**config.mk**
```make
export PLATFORM = sky130hd
export DESIGN_NAME = ppfr_top
export DESIGN_NICKNAME = d
export VERILOG_FILES = /design/src/rtl/ppfr_pkg.sv /design/src/rtl/ppfr_fault_slot.sv /design/src/rtl/ppfr_top.sv
export SDC_FILE = /design/constraint.sdc
export NUM_CORES = 1
export LEC_CHECK = 0
export ABC_AREA = 1
export BUFFER_PORTS_ARGS = -buffer_cell sky130_fd_sc_hd__buf_2
export CORE_MARGIN = 5
export CORE_UTILIZATION = 29
export DETAILED_ROUTE_END_ITERATION = 10
export HOLD_SLACK_MARGIN = 0.08
export PLACE_DENSITY = 0.63
export SKIP_LAST_GASP = 1
export SLEW_MARGIN = 25
export SYNTH_ARGS = -nofsm -noshare
export SYNTH_HDL_FRONTEND = slang
export SYNTH_SLANG_ARGS = --single-unit
export TNS_END_PERCENT = 5
```
**constraint.sdc**
```tcl
create_clock -name clk -period 1.8 [get_ports clk]
set_clock_uncertainty 0.1 [all_clocks]
set_input_delay 0.36 -clock clk [delete_from_list [all_inputs] [get_ports clk]]
set_output_delay 0.36 -clock clk [all_outputs]
set_load 0.01 [all_outputs]
```
**src/rtl/ppfr_pkg.sv**
```systemverilog
// constants shared by the power-on fault and channel re-map register logic
package ppfr_pkg;
    // command codes of the management bus
    localparam logic [7:0] PPFR_CMD_FAULT_RO = 8'h24;   // non-destructive fault view
    localparam logic [7:0] PPFR_CMD_FAULT_COR = 8'h25;  // clear-on-read fault view
    localparam logic [7:0] PPFR_CMD_REMAP = 8'h26;      // channel re-map byte
    localparam logic [7:0] PPFR_CMD_SOFT_RESET = 8'h1a; // software reset command
    // widths and reset values
    localparam int PPFR_NUM_CH = 4;                      // channels in one group
    localparam int PPFR_CAUSE_W = 2;                     // bits per channel field
    localparam int PPFR_BYTE_W = 8;                      // data byte width
    localparam logic [7:0] PPFR_FAULT_RESET = 8'h00;     // fault byte after reset
    localparam logic [7:0] PPFR_REMAP_DEFAULT = 8'he4;   // identity mapping
    localparam logic [7:0] PPFR_UNMAPPED_READ = 8'h00;   // answer to unknown codes
    // fault cause encoding
    typedef logic [1:0] ppfr_cause_t;
    localparam ppfr_cause_t PPFR_CAUSE_NONE = 2'h0;      // no fault
    localparam ppfr_cause_t PPFR_CAUSE_INVALID_DET = 2'h1; // invalid detection
    localparam ppfr_cause_t PPFR_CAUSE_CLASS_ERR = 2'h2; // classification error
    localparam ppfr_cause_t PPFR_CAUSE_NO_POWER = 2'h3;  // insufficient power
endpackage : ppfr_pkg

```
**src/rtl/ppfr_fault_slot.sv**
```systemverilog
// one channel's two-bit turn-on failure cause cell
module ppfr_fault_slot (
    // clock, reset, enable
    input wire logic clk,
    input wire logic rst,
    input wire logic ce,
    // events
    input wire logic record_fault,
    input wire ppfr_pkg::ppfr_cause_t record_cause,
    input wire logic clear_fault,
    // stored cause
    output ppfr_pkg::ppfr_cause_t turn_on_failure_cause
);
    import ppfr_pkg::*;

    // record wins over any clear landing in the same cycle, so no failure is lost
    always_ff @(posedge clk) begin
        if (rst) begin
            turn_on_failure_cause <= PPFR_CAUSE_NONE;
        end else if (ce) begin
            if (record_fault) begin
                turn_on_failure_cause <= record_cause;
            end else if (clear_fault) begin
                turn_on_failure_cause <= PPFR_CAUSE_NONE;
            end
        end
    end
endmodule : ppfr_fault_slot

```
**src/rtl/ppfr_top.sv**
```systemverilog
// power-on fault status and channel re-map registers for one four-channel group
// Summary of operation
// - command 24h reads faults without clearing
// - command 25h reads faults then clears them
// - two-bit failure cause per channel stored
// - channel turn-off clears its cause
// - codes none, detection, class, power
// - record cause when classification enable clear
// - power denial reports insufficient power code
// - command 26h reads and writes re-map
// - power-on loads identity re-map e4h
// - re-map stays inside four-channel group
// - re-map write ignored unless group off
// - logical channel four in top pair
// - codes 00..11 pick physical one..four
// - duplicate physical codes discard the write
// - re-map survives pin and software reset
module ppfr_top (
    // clock, resets, enable
    input wire logic clk,
    input wire logic rst,
    input wire logic por,
    input wire logic ce,
    // command port from the bus slave
    input wire logic cmd_valid,
    input wire logic cmd_write,
    input wire logic [7:0] cmd_code,
    input wire logic [7:0] cmd_wdata,
    // read answer
    output logic rsp_valid,
    output logic [7:0] rsp_data,
    // channel engine status
    input wire logic [3:0] channel_power_up_command,
    input wire logic [7:0] fault_cause_in,
    input wire logic [3:0] classification_enable_bit,
    input wire logic [3:0] power_denied,
    input wire logic [3:0] channel_turned_off,
    input wire logic [3:0] channel_is_off,
    // register contents toward the channel logic
    output logic [7:0] channel_remap,
    output logic [7:0] fault_status
);
    import ppfr_pkg::*;

    logic [7:0] stored_status; // shared storage for both fault views
    logic rd_strobe; // accepted read command
    logic wr_strobe; // accepted write command
    logic remap_dup; // write data repeats a physical code
    logic remap_ok; // write may be taken
    logic soft_reset; // software reset command seen
    logic clear_on_read; // 25h read in progress

    // duplicate check over every pair of two-bit fields
    function automatic logic has_dup(input logic [7:0] map);
        logic dup;
        dup = 1'b0;
        for (int i = 0; i < PPFR_NUM_CH; i++) begin
            for (int j = i + 1; j < PPFR_NUM_CH; j++) begin
                if (map[i*PPFR_CAUSE_W +: PPFR_CAUSE_W] == map[j*PPFR_CAUSE_W +: PPFR_CAUSE_W]) begin
                    dup = 1'b1;
                end
            end
        end
        return dup;
    endfunction : has_dup

    // command decode
    assign rd_strobe = ce && cmd_valid && !cmd_write;
    assign wr_strobe = ce && cmd_valid && cmd_write;
    assign soft_reset = wr_strobe && (cmd_code == PPFR_CMD_SOFT_RESET);
    assign clear_on_read = rd_strobe && (cmd_code == PPFR_CMD_FAULT_COR);
    assign remap_dup = has_dup(cmd_wdata);
    // all four must be off; codes are only 2 bits so the group cannot be left
    assign remap_ok = (&channel_is_off) && !remap_dup;

    // one cell per channel; both read views address these same flops
    for (genvar g = 0; g < PPFR_NUM_CH; g++) begin : g_slot
        ppfr_cause_t cause_pick; // cause to store on a failed turn-on
        logic record; // failed turn-on with classification enable clear
        // denial by the power-allocation setup overrides the engine's cause
        assign cause_pick = power_denied[g] ? PPFR_CAUSE_NO_POWER
                          : fault_cause_in[g*PPFR_CAUSE_W +: PPFR_CAUSE_W];
        assign record = channel_power_up_command[g] && !classification_enable_bit[g];
        ppfr_fault_slot u_slot (
            .clk(clk),
            .rst(rst || soft_reset),
            .ce(ce),
            .record_fault(record),
            .record_cause(cause_pick),
            .clear_fault(channel_turned_off[g] || clear_on_read),
            .turn_on_failure_cause(stored_status[g*PPFR_CAUSE_W +: PPFR_CAUSE_W])
        );
    end

    // status mirror toward the pins, one cycle behind the cells
    always_ff @(posedge clk) begin
        if (rst) begin
            fault_status <= PPFR_FAULT_RESET;
        end else if (ce) begin
            fault_status <= stored_status;
        end
    end

    // re-map register: only power-on restores it, pin and soft reset leave it
    always_ff @(posedge clk) begin
        if (por) begin
            channel_remap <= PPFR_REMAP_DEFAULT;
        end else if (wr_strobe && (cmd_code == PPFR_CMD_REMAP) && remap_ok) begin
            channel_remap <= cmd_wdata;
        end
    end

    // read answer one cycle after the command
    always_ff @(posedge clk) begin
        if (rst) begin
            rsp_valid <= 1'b0;
            rsp_data <= PPFR_UNMAPPED_READ;
        end else if (ce) begin
            rsp_valid <= rd_strobe;
            if (rd_strobe) begin
                case (cmd_code)
                    PPFR_CMD_FAULT_RO: rsp_data <= stored_status;
                    PPFR_CMD_FAULT_COR: rsp_data <= stored_status;
                    PPFR_CMD_REMAP: rsp_data <= channel_remap;
                    default: rsp_data <= PPFR_UNMAPPED_READ; // unknown code reads zero
                endcase
            end
        end
    end

    logic quiet; // no channel event this cycle
    assign quiet = !(|channel_power_up_command) && !(|channel_turned_off);
endmodule : ppfr_top

```
; Yosys cells after proc, flatten, opt, wreduce, memory -nomap -nowiden
; Cells that the tools add are included.
[word_totals]
in_bits = 50
output_inout_bits = 25
reg_bits = 33
elab_cells = 71
[op_classes]
reduce_logical = 34
eq_ne = 10
mux = 19
[ops]
columns = op, n
row1 = equality test 8 x 6 -> 1 bit (second input constant), 3
row2 = 2-to-1 mux 2 bit, 12
row3 = case mux 8 bit (2 select lines), 1
row4 = equality test 2 bit, 6
row5 = logical AND 1 bit, 12
row6 = AND reduction 2 bit, 5
row7 = equality test 8 x 5 -> 1 bit (second input constant), 1
row8 = nonzero test 2 bit, 4
row9 = zero test 1 bit, 6
row10 = 2-to-1 mux 1 bit, 6
row11 = logical OR 1 bit, 5
row12 = AND reduction 4 bit, 1
row13 = OR reduction 2 bit, 1

; Depth between registers and ports, before layout
; Gate-level depths: netlist of run 1.
[depth]
ltp_word = 10
ltp_mapped = 10
depth_no_buf = 9

; Hierarchy
; From an unflattened synthesis of run 1, not the netlist that was laid out.
[unflattened]
cells_unflattened = 266
hier_area_um2 = 1751.7
[modules_own_cells]
columns = module, seq_area_each_um2, n_inst, cells_per_inst, area_each_um2
row1 = ppfr_top, 500.5, 1, 230, 1446.4
row2 = ppfr_fault_slot, 40.0, 4, 9, 76.3

; Worst setup path after synthesis of run 1
; No wires, ideal clock.
[synth_timing]
path_kind = input -> register
from = in ce
to = reg channel_remap[3]
stages = 9
required_time_ns = 1.585
path_buffers = 2
slack_ns = 0.343
arrival_time_ns = 1.242
setup_time_ns = 0.115
cell_sequence = buf_2 > nand3_1 > nor2_1 > nand2_1 > nor2_2 > buf_2 > nand3_1 > nand2_1 > nor2_1
[synth_via]
elab_chain_cells = 4
[synth_lines]
columns = item, line
row1 = from (decl), ppfr_top.sv:23  ; input wire logic ce,
row2 = logical AND 1 bit (2 in series), ppfr_top.sv:69  ; assign wr_strobe = ce && cmd_valid && cmd_write;
row3 = logical AND 1 bit (2 in series), ppfr_top.sv:108  ; end else if (wr_strobe && (cmd_code == PPFR_CMD_REMAP) && remap_ok) begin
row4 = to (signal assigned), ppfr_top.sv:109  ; channel_remap <= cmd_wdata;
row5 = to (decl), ppfr_top.sv:40  ; output logic [7:0] channel_remap,
; Every way passes these cells.
; A chain may end at the register's enable or synchronous reset.

; Worst setup path after layout of run 1
[layout_timing]
from = in cmd_code[7]
to = reg channel_remap[5]
[layout_via]
elab_chain_cells = 3
[layout_lines]
columns = item, line
row1 = from (decl), ppfr_top.sv:27  ; input wire logic [7:0] cmd_code,
row2 = equality test 8 x 6 -> 1 bit, ppfr_top.sv:108
row3 = logical AND 1 bit (2 in series), ppfr_top.sv:108
; Every way passes these cells.

==> flow_summary.json, run 1 <==
{
  "seqPwrFrac_pct": 50.4,
  "irDropWorstVdd_uv": 463,
  "nets": 404,
  "core-area_sq_um": 5850,
  "routedWlPerCell_microns": 11.2,
  "final_area_sq_um": 2280,
  "diodes": 0,
  "cts_buffer_depth": 2,
  "fp.dieH_microns": 87.2,
  "synth_xor_area_share_pct": 0,
  "setup_viol": 0,
  "syn2layout_area_growth_pct": 31.9,
  "leakagePower_nw": 1.20,
  "synth-simple-area-share_pct": 40.9,
  "cts_tree": "built",
  "die_w_microns": 87.2,
  "initial_core_util_pct": 29.6,
  "status": "finished, final reports clean",
  "fin_crit_ns": 1.41,
  "numClockSinks": 33,
  "die_area_sq_um": 7610,
  "combPwrFrac_pct": 16.7,
  "synth_top_family_by_area": "simple AND/OR/NAND/NOR gates",
  "synth_top_area_share_pct": 38.2,
  "cp_max_fo": 13,
  "max_freq_mhz": 708,
  "p_sw_mw": 0.412,
  "switching_share_pct": 26.4,
  "slew_viol_final": 0,
  "ys_seq_area_share_pct": 38.2,
  "synth_fa_ha_area_share_pct": 0,
  "rsz0062_at_grt": "false",
  "synthFlopType": "dfxtp_1",
  "gp_congestion": 0.822,
  "worstMarginPinSlew_ns": 0.271,
  "grt_util_all_layers_pct": 12.7,
  "portBuffers": 74,
  "cts_max_level": 2,
  "rows": 28,
  "cts.clk_slew.worst_paths_ns": 0.06,
  "fin_crit_sh_pct": 78.5,
  "io_pins": 75,
  "crit_type": "primary input to flop",
  "most-common-layout-cells": "90 x nand2_1, 74 x buf_2, 40 x nor2_1, 33 x dfxtp_1, 24 x o21ai_0",
  "wl_microns": 4800,
  "clk_latency_ns": 0.28,
  "cp.required_ns": 1.86,
  "wl_met1_microns": 2110,
  "dp_hpwl_microns": 3920,
  "worstHoldPathType": "primary input to flop",
  "cp-end-kind": "flop",
  "syn_inst": 274,
  "ctsHoldBuffers": 0,
  "crit_arrival_ns": 1.47,
  "synth.net_count": 324,
  "drive_gt1_share_pct": 29.0,
  "drc": 0,
  "dr.pass1.iters": 4,
  "via_per_inst": 4.49,
  "fillers": 662,
  "dp_slack_ns": 0.0895,
  "num_vias": 1932,
  "final_common_cell": "nand2_1",
  "grt_pass1_vias": 1802,
  "synth_edf_count": 0,
  "ant_nets": 0,
  "synth_area_per_cell_sq_um": 6.32,
  "yosys_warnings": 0,
  "synth_top_area_cell": "dfxtp_1",
  "finalSetupTns_ns": 0,
  "p_per_area_nw_per_um2": 684,
  "drt_iter0_drc": 55,
  "slew_headroom_pct": 81.9,
  "final.setup.worst_slack_ns": 0.387,
  "antenna_found_initial": 0,
  "grt_pass1_wl_microns": 7720,
  "met2_wirelength_microns": 2230,
  "cts_root_buffer": "clkbuf_8",
  "final_hold_viol_count": 0,
  "ys_ff_latch": 33,
  "cp-start-kind": "primary input",
  "synth_area_sq_um": 1730,
  "wl_met3_microns": 410,
  "ys_async_sr_fraction_pct": 0,
  "cts_resized": 0,
  "synth.area.top_cells": "dfxtp_1 38%, nand2_1 20%, nor2_1 8.7%",
  "postCtsSetupBuffers": 0,
  "synth_compound_area_share_pct": 13.6,
  "grt_max_degree": 26,
  "placed_cell_area_sq_um": 2200,
  "grt.overflow.total": 0,
  "top_layer_used": "met4",
  "synthMuxAreaShare_pct": 0,
  "drv_cap": 0,
  "intPower_mw": 1.15,
  "p_clk_share_pct": 32.9,
  "ys_types": 21,
  "numCtsBuffers": 5
}
-- power by group through the flow --
stage,Sequential [mW],Combinational [mW],Clock [mW]
finish,0.787,0.261,0.513
global placement,0.802,0.261,0
CTS,0.787,0.264,0.533
detailed placement,0.803,0.263,0
floorplan,0.806,0.139,0
global route,0.790,0.299,0.570
-- layer usage --
| layer | track usage, % | vias up |
|---|---|---|
| met4 | 4.60 | 0 |
| met5 | 0 | - |
| met2 | 21.5 | 58 |
| li1 | - | 1036 |
| met1 | 15.3 | 832 |
| met3 | 3.60 | 6 |
-- through the flow --
step           hold slack, ns  util, %  power (mW)  instances
2_1_floorplan           0.332        -       0.944        274
3_3_place_gp            0.370     37.6        1.06        422
3_5_place_dp            0.384     37.6        1.07        422
4_1_cts                 0.141     39.0        1.58        430
5_1_grt                 0.140     39.0        1.66        430
6_report                0.148     39.0        1.56        430
-- synthesized netlist by cell type (all sizes together), types with 2 or more instances --
| master | n |
|---|---|
| inv | 23 |
| a31oi | 8 |
| dfxtp | 33 |
| nand2 | 93 |
| o21ai | 24 |
| buf | 5 |
| nor2 | 47 |
| nand4 | 2 |
| nand3 | 21 |
| a21oi | 13 |
| nor3 | 2 |
| clkbuf | 2 |
-- registers in the layout, summed over array words and instances, names as in the netlist --
name	flops
channel_remap	8
fault_status	8
g_slot.u_slot.turn_on_failure_cause	8
rsp_data	8
rsp_valid	1
-- worst max-delay path, stage by stage --
cell and delay [ns]:
buf_2 0.10, nor2_2 0.15, nand2_2 0.12, nor2_8 0.12, nand2_2 0.06, nor2_4 0.23
nand2_1 0.16, nand2_1 0.09, nand3_1 0.06
-- cell type report --
| type | instances | area [sq um] | share of cell area (%) |
|---|---|---|---|
| Sequential cell | 33 | 661 | 28.9 |
| Tap cell | 75 | 93.8 | 4.11 |
| Timing Repair Buffer | 80 | 415 | 18.2 |
| Multi-Input combinational cell | 210 | 942 | 41.3 |
| Inverter | 24 | 90.1 | 3.95 |
| Clock buffer | 8 | 80.1 | 3.51 |
-- kinds of logic after synthesis --
group / after synthesis
and+or+nand+nor: 165
AOI/OAI and AO/OA: 45
DFF: 33
buffers and inverters: 31
-- worst paths after layout --
kind | to | cells after the start | slack (ns) | from
hold reg to reg | fault_status[7] | 2 | 0.39 | fault_status[7]
setup reg to reg | rsp_data[3] | 2 | 1.02 | g_slot[1].u_slot.turn_on_failure_cause[1]
hold / removal | rsp_valid | 2 | 0.15 | rst
setup / recovery | channel_remap[5] | 9 | 0.39 | cmd_code[7]
No activity file was read; power rests on OpenSTA's default activity.
==> inputs of run 2 (changes only) <==
--- a/config.mk
+++ b/config.mk
@@ -5,13 +5,13 @@
 export SDC_FILE = /design/constraint.sdc
 export NUM_CORES = 1
 export LEC_CHECK = 0
-export ABC_AREA = 1
+export ABC_AREA = 0
 export BUFFER_PORTS_ARGS = -buffer_cell sky130_fd_sc_hd__buf_2
 export CORE_MARGIN = 5
 export CORE_UTILIZATION = 29
 export DETAILED_ROUTE_END_ITERATION = 10
 export HOLD_SLACK_MARGIN = 0.08
-export PLACE_DENSITY = 0.63
+export PLACE_DENSITY = 0.64
 export SKIP_LAST_GASP = 1
 export SLEW_MARGIN = 25
 export SYNTH_ARGS = -nofsm -noshare
==> constraint.sdc (replaced) <==
create_clock -name clk -period 1.4 [get_ports clk]
set_clock_uncertainty 0.1 [all_clocks]
set_input_delay 0.28 -clock clk [delete_from_list [all_inputs] [get_ports clk]]
set_output_delay 0.28 -clock clk [all_outputs]
set_load 0.01 [all_outputs]
==> flow_summary.json, run 2 <==
{
  "leakagePower_nw": 1.01,
  "crit_type": "primary input to flop",
  "setup_viol": 0,
  "grt_pass1_wl_microns": 7370,
  "status": "finished, final reports clean",
  "worstHoldPathType": "primary input to flop",
  "fillers": 565,
  "core-area_sq_um": 5510,
  "grt_util_all_layers_pct": 12.6,
  "synth.net_count": 225,
  "ys_types": 29,
  "synth_top_area_cell": "dfxtp_1",
  "fin_crit_ns": 1.37,
  "ys_seq_area_share_pct": 40.0,
  "synth_most_common_cell": "dfxtp_1",
  "rows": 27,
  "cp-end-kind": "flop",
  "slew_headroom_pct": 79.3,
  "cp_slowest_cell": "nor4b_4",
  "numCtsBuffers": 5,
  "num_vias": 1598,
  "seqCellArea_sq_um": 661,
  "irDropWorstVdd_uv": 450,
  "crit_path_cell_trace": "buf_8, nor4b_4, o211ai_4, nor4_4, buf_6, mux2i_1",
  "synth.area.top_cells": "dfxtp_1 40%, mux2i_1 9.7%, nor2_1 6.6%",
  "yosys_warnings": 0,
  "ant_nets": 0,
  "cts_buffer_depth": 2,
  "drive_gt1_share_pct": 41.8,
  "clk_latency_ns": 0.28,
  "drv_cap": 0,
  "cts_max_level": 2,
  "crit_arrival_ns": 1.48,
  "synth_area_sq_um": 1650,
  "routedWlPerCell_microns": 13.9,
  "multi_input_comb_area_sq_um": 976,
  "antenna_found_initial": 0,
  "numClockSinks": 33,
  "fp.dieH_microns": 85.5,
  "dp_hpwl_microns": 3660,
  "final_common_cell": "buf_2",
  "synth_area_per_cell_sq_um": 9.44,
  "initial_core_util_pct": 30.0,
  "finalSetupTns_ns": 0,
  "die_w_microns": 85.5,
  "ys_top_cells_by_count": "33 x dfxtp_1, 29 x nor2_1, 17 x nand2b_1, 16 x mux2i_1, 10 x xor2_1",
  "synth_edf_count": 0,
  "cp_max_fo": 5,
  "ys_async_sr_fraction_pct": 0,
  "syn_inst": 175,
  "dr.pass1.iters": 4,
  "wl_microns": 4640,
  "cts_tree": "built",
  "fin_util_pct": 42.6,
  "rsz0062_at_grt": "true",
  "synth_top_area_share_pct": 40.0,
  "synthFlopType": "dfxtp_1",
  "drt_iter0_drc": 122,
  "max_freq_mhz": 729,
  "cts_root_buffer": "clkbuf_8",
  "hold_ws_ns": 0.205,
  "cp.required_ns": 1.51,
  "most-common-layout-cells": "71 x buf_2, 33 x dfxtp_1, 29 x nor2_1, 17 x nand2b_1, 16 x mux2i_1",
  "worstMarginPinSlew_ns": 0.309,
  "cp-start-kind": "primary input",
  "gp_congestion": 0.805,
  "slew_viol_final": 0,
  "final_hold_viol_count": 0,
  "grt.overflow.total": 0,
  "cts.clk_slew.worst_paths_ns": 0.07,
  "drc": 0,
  "fin_crit_sh_pct": 98.0,
  "nets": 312,
  "critical-path-max-stage-delay_ns": 0.35,
  "p_per_area_nw_per_um2": 931,
  "grt_max_degree": 26,
  "ys_ff_latch": 33,
  "power_mw": 2.18,
  "syn2layout_area_growth_pct": 41.9,
  "portBuffers": 74,
  "die_area_sq_um": 7310,
  "diodes": 0,
  "via_per_inst": 4.77,
  "io_pins": 75,
  "ctsHoldBuffers": 0,
  "grt_pass1_vias": 1496
}
[run 2: worst max-delay path: cells and delay by family]
family | cells | cell delay (ns)
AND/OR/NAND/NOR | 2 | 0.61
buffers and inverters | 2 | 0.27
multiplexers | 1 | 0.18
AO/OA/AOI/OAI | 1 | 0.13
[run 2: through the flow]
stage	cells	cell area [sq um]	setup WS, ns
final	335	2340	0.0275
after global routing	335	2340	-0.0672
after global placement	327	2190	-0.452
after CTS	335	2310	-0.106
after detailed placement	327	2190	-0.464
after floorplan	175	1660	-0.362
[run 2: repair_timing]
item,CTS,global route
setup endpoints to repair,16,16
setup buffers,0,1
pin swaps,0,4
resized for setup,1,8
endpoints found under the hold margin,0,0
[run 2: report_power, final]
part           leakage, nW  total, mW  internal, mW  switching, mW
combinational        0.681      0.286         0.145          0.141
sequential           0.267      0.971         0.956         0.0149
clock               0.0585      0.926         0.580          0.345
[run 2: worst paths after layout]
kind | start | to | slack, ns | depth (start not counted)
setup / recovery | cmd_code[6] | channel_remap[4] | 0.03 | 6
hold / removal | cmd_wdata[3] | channel_remap[3] | 0.21 | 3
hold reg to reg | rsp_valid | rsp_valid | 0.38 | 2
setup reg to reg | g_slot[3].u_slot.turn_on_failure_cause[1] | rsp_data[7] | 0.39 | 3
[run 2: cell families after synthesis]
family	after synthesis	synth area share (%)
flip-flops	33	40.0
buffers and inverters	9	2.04
XOR/XNOR	12	6.36
multiplexers	16	9.69
AND/OR/NAND/NOR	67	23.4
AO/OA/AOI/OAI	38	18.5
[run 2: final cells by class]
type | count | area share (%)
clock buffer | 7 | 3.68
clock inverter | 1 | 1.28
inverter | 1 | 0.160
multi-input combinational | 133 | 41.6
sequential | 33 | 28.2
tap | 72 | 3.84
timing repair buffer | 88 | 21.2
[run 2: layer usage]
metal / track usage (%) / up-vias / share of wire, %
met4: 3.45 / 0 / 0.69
met3: 4.13 / 4 / 8.3
met2: 20.4 / 50 / 48
li1: - / 809 / -
met5: 0 / - / 0
met1: 15.9 / 735 / 43
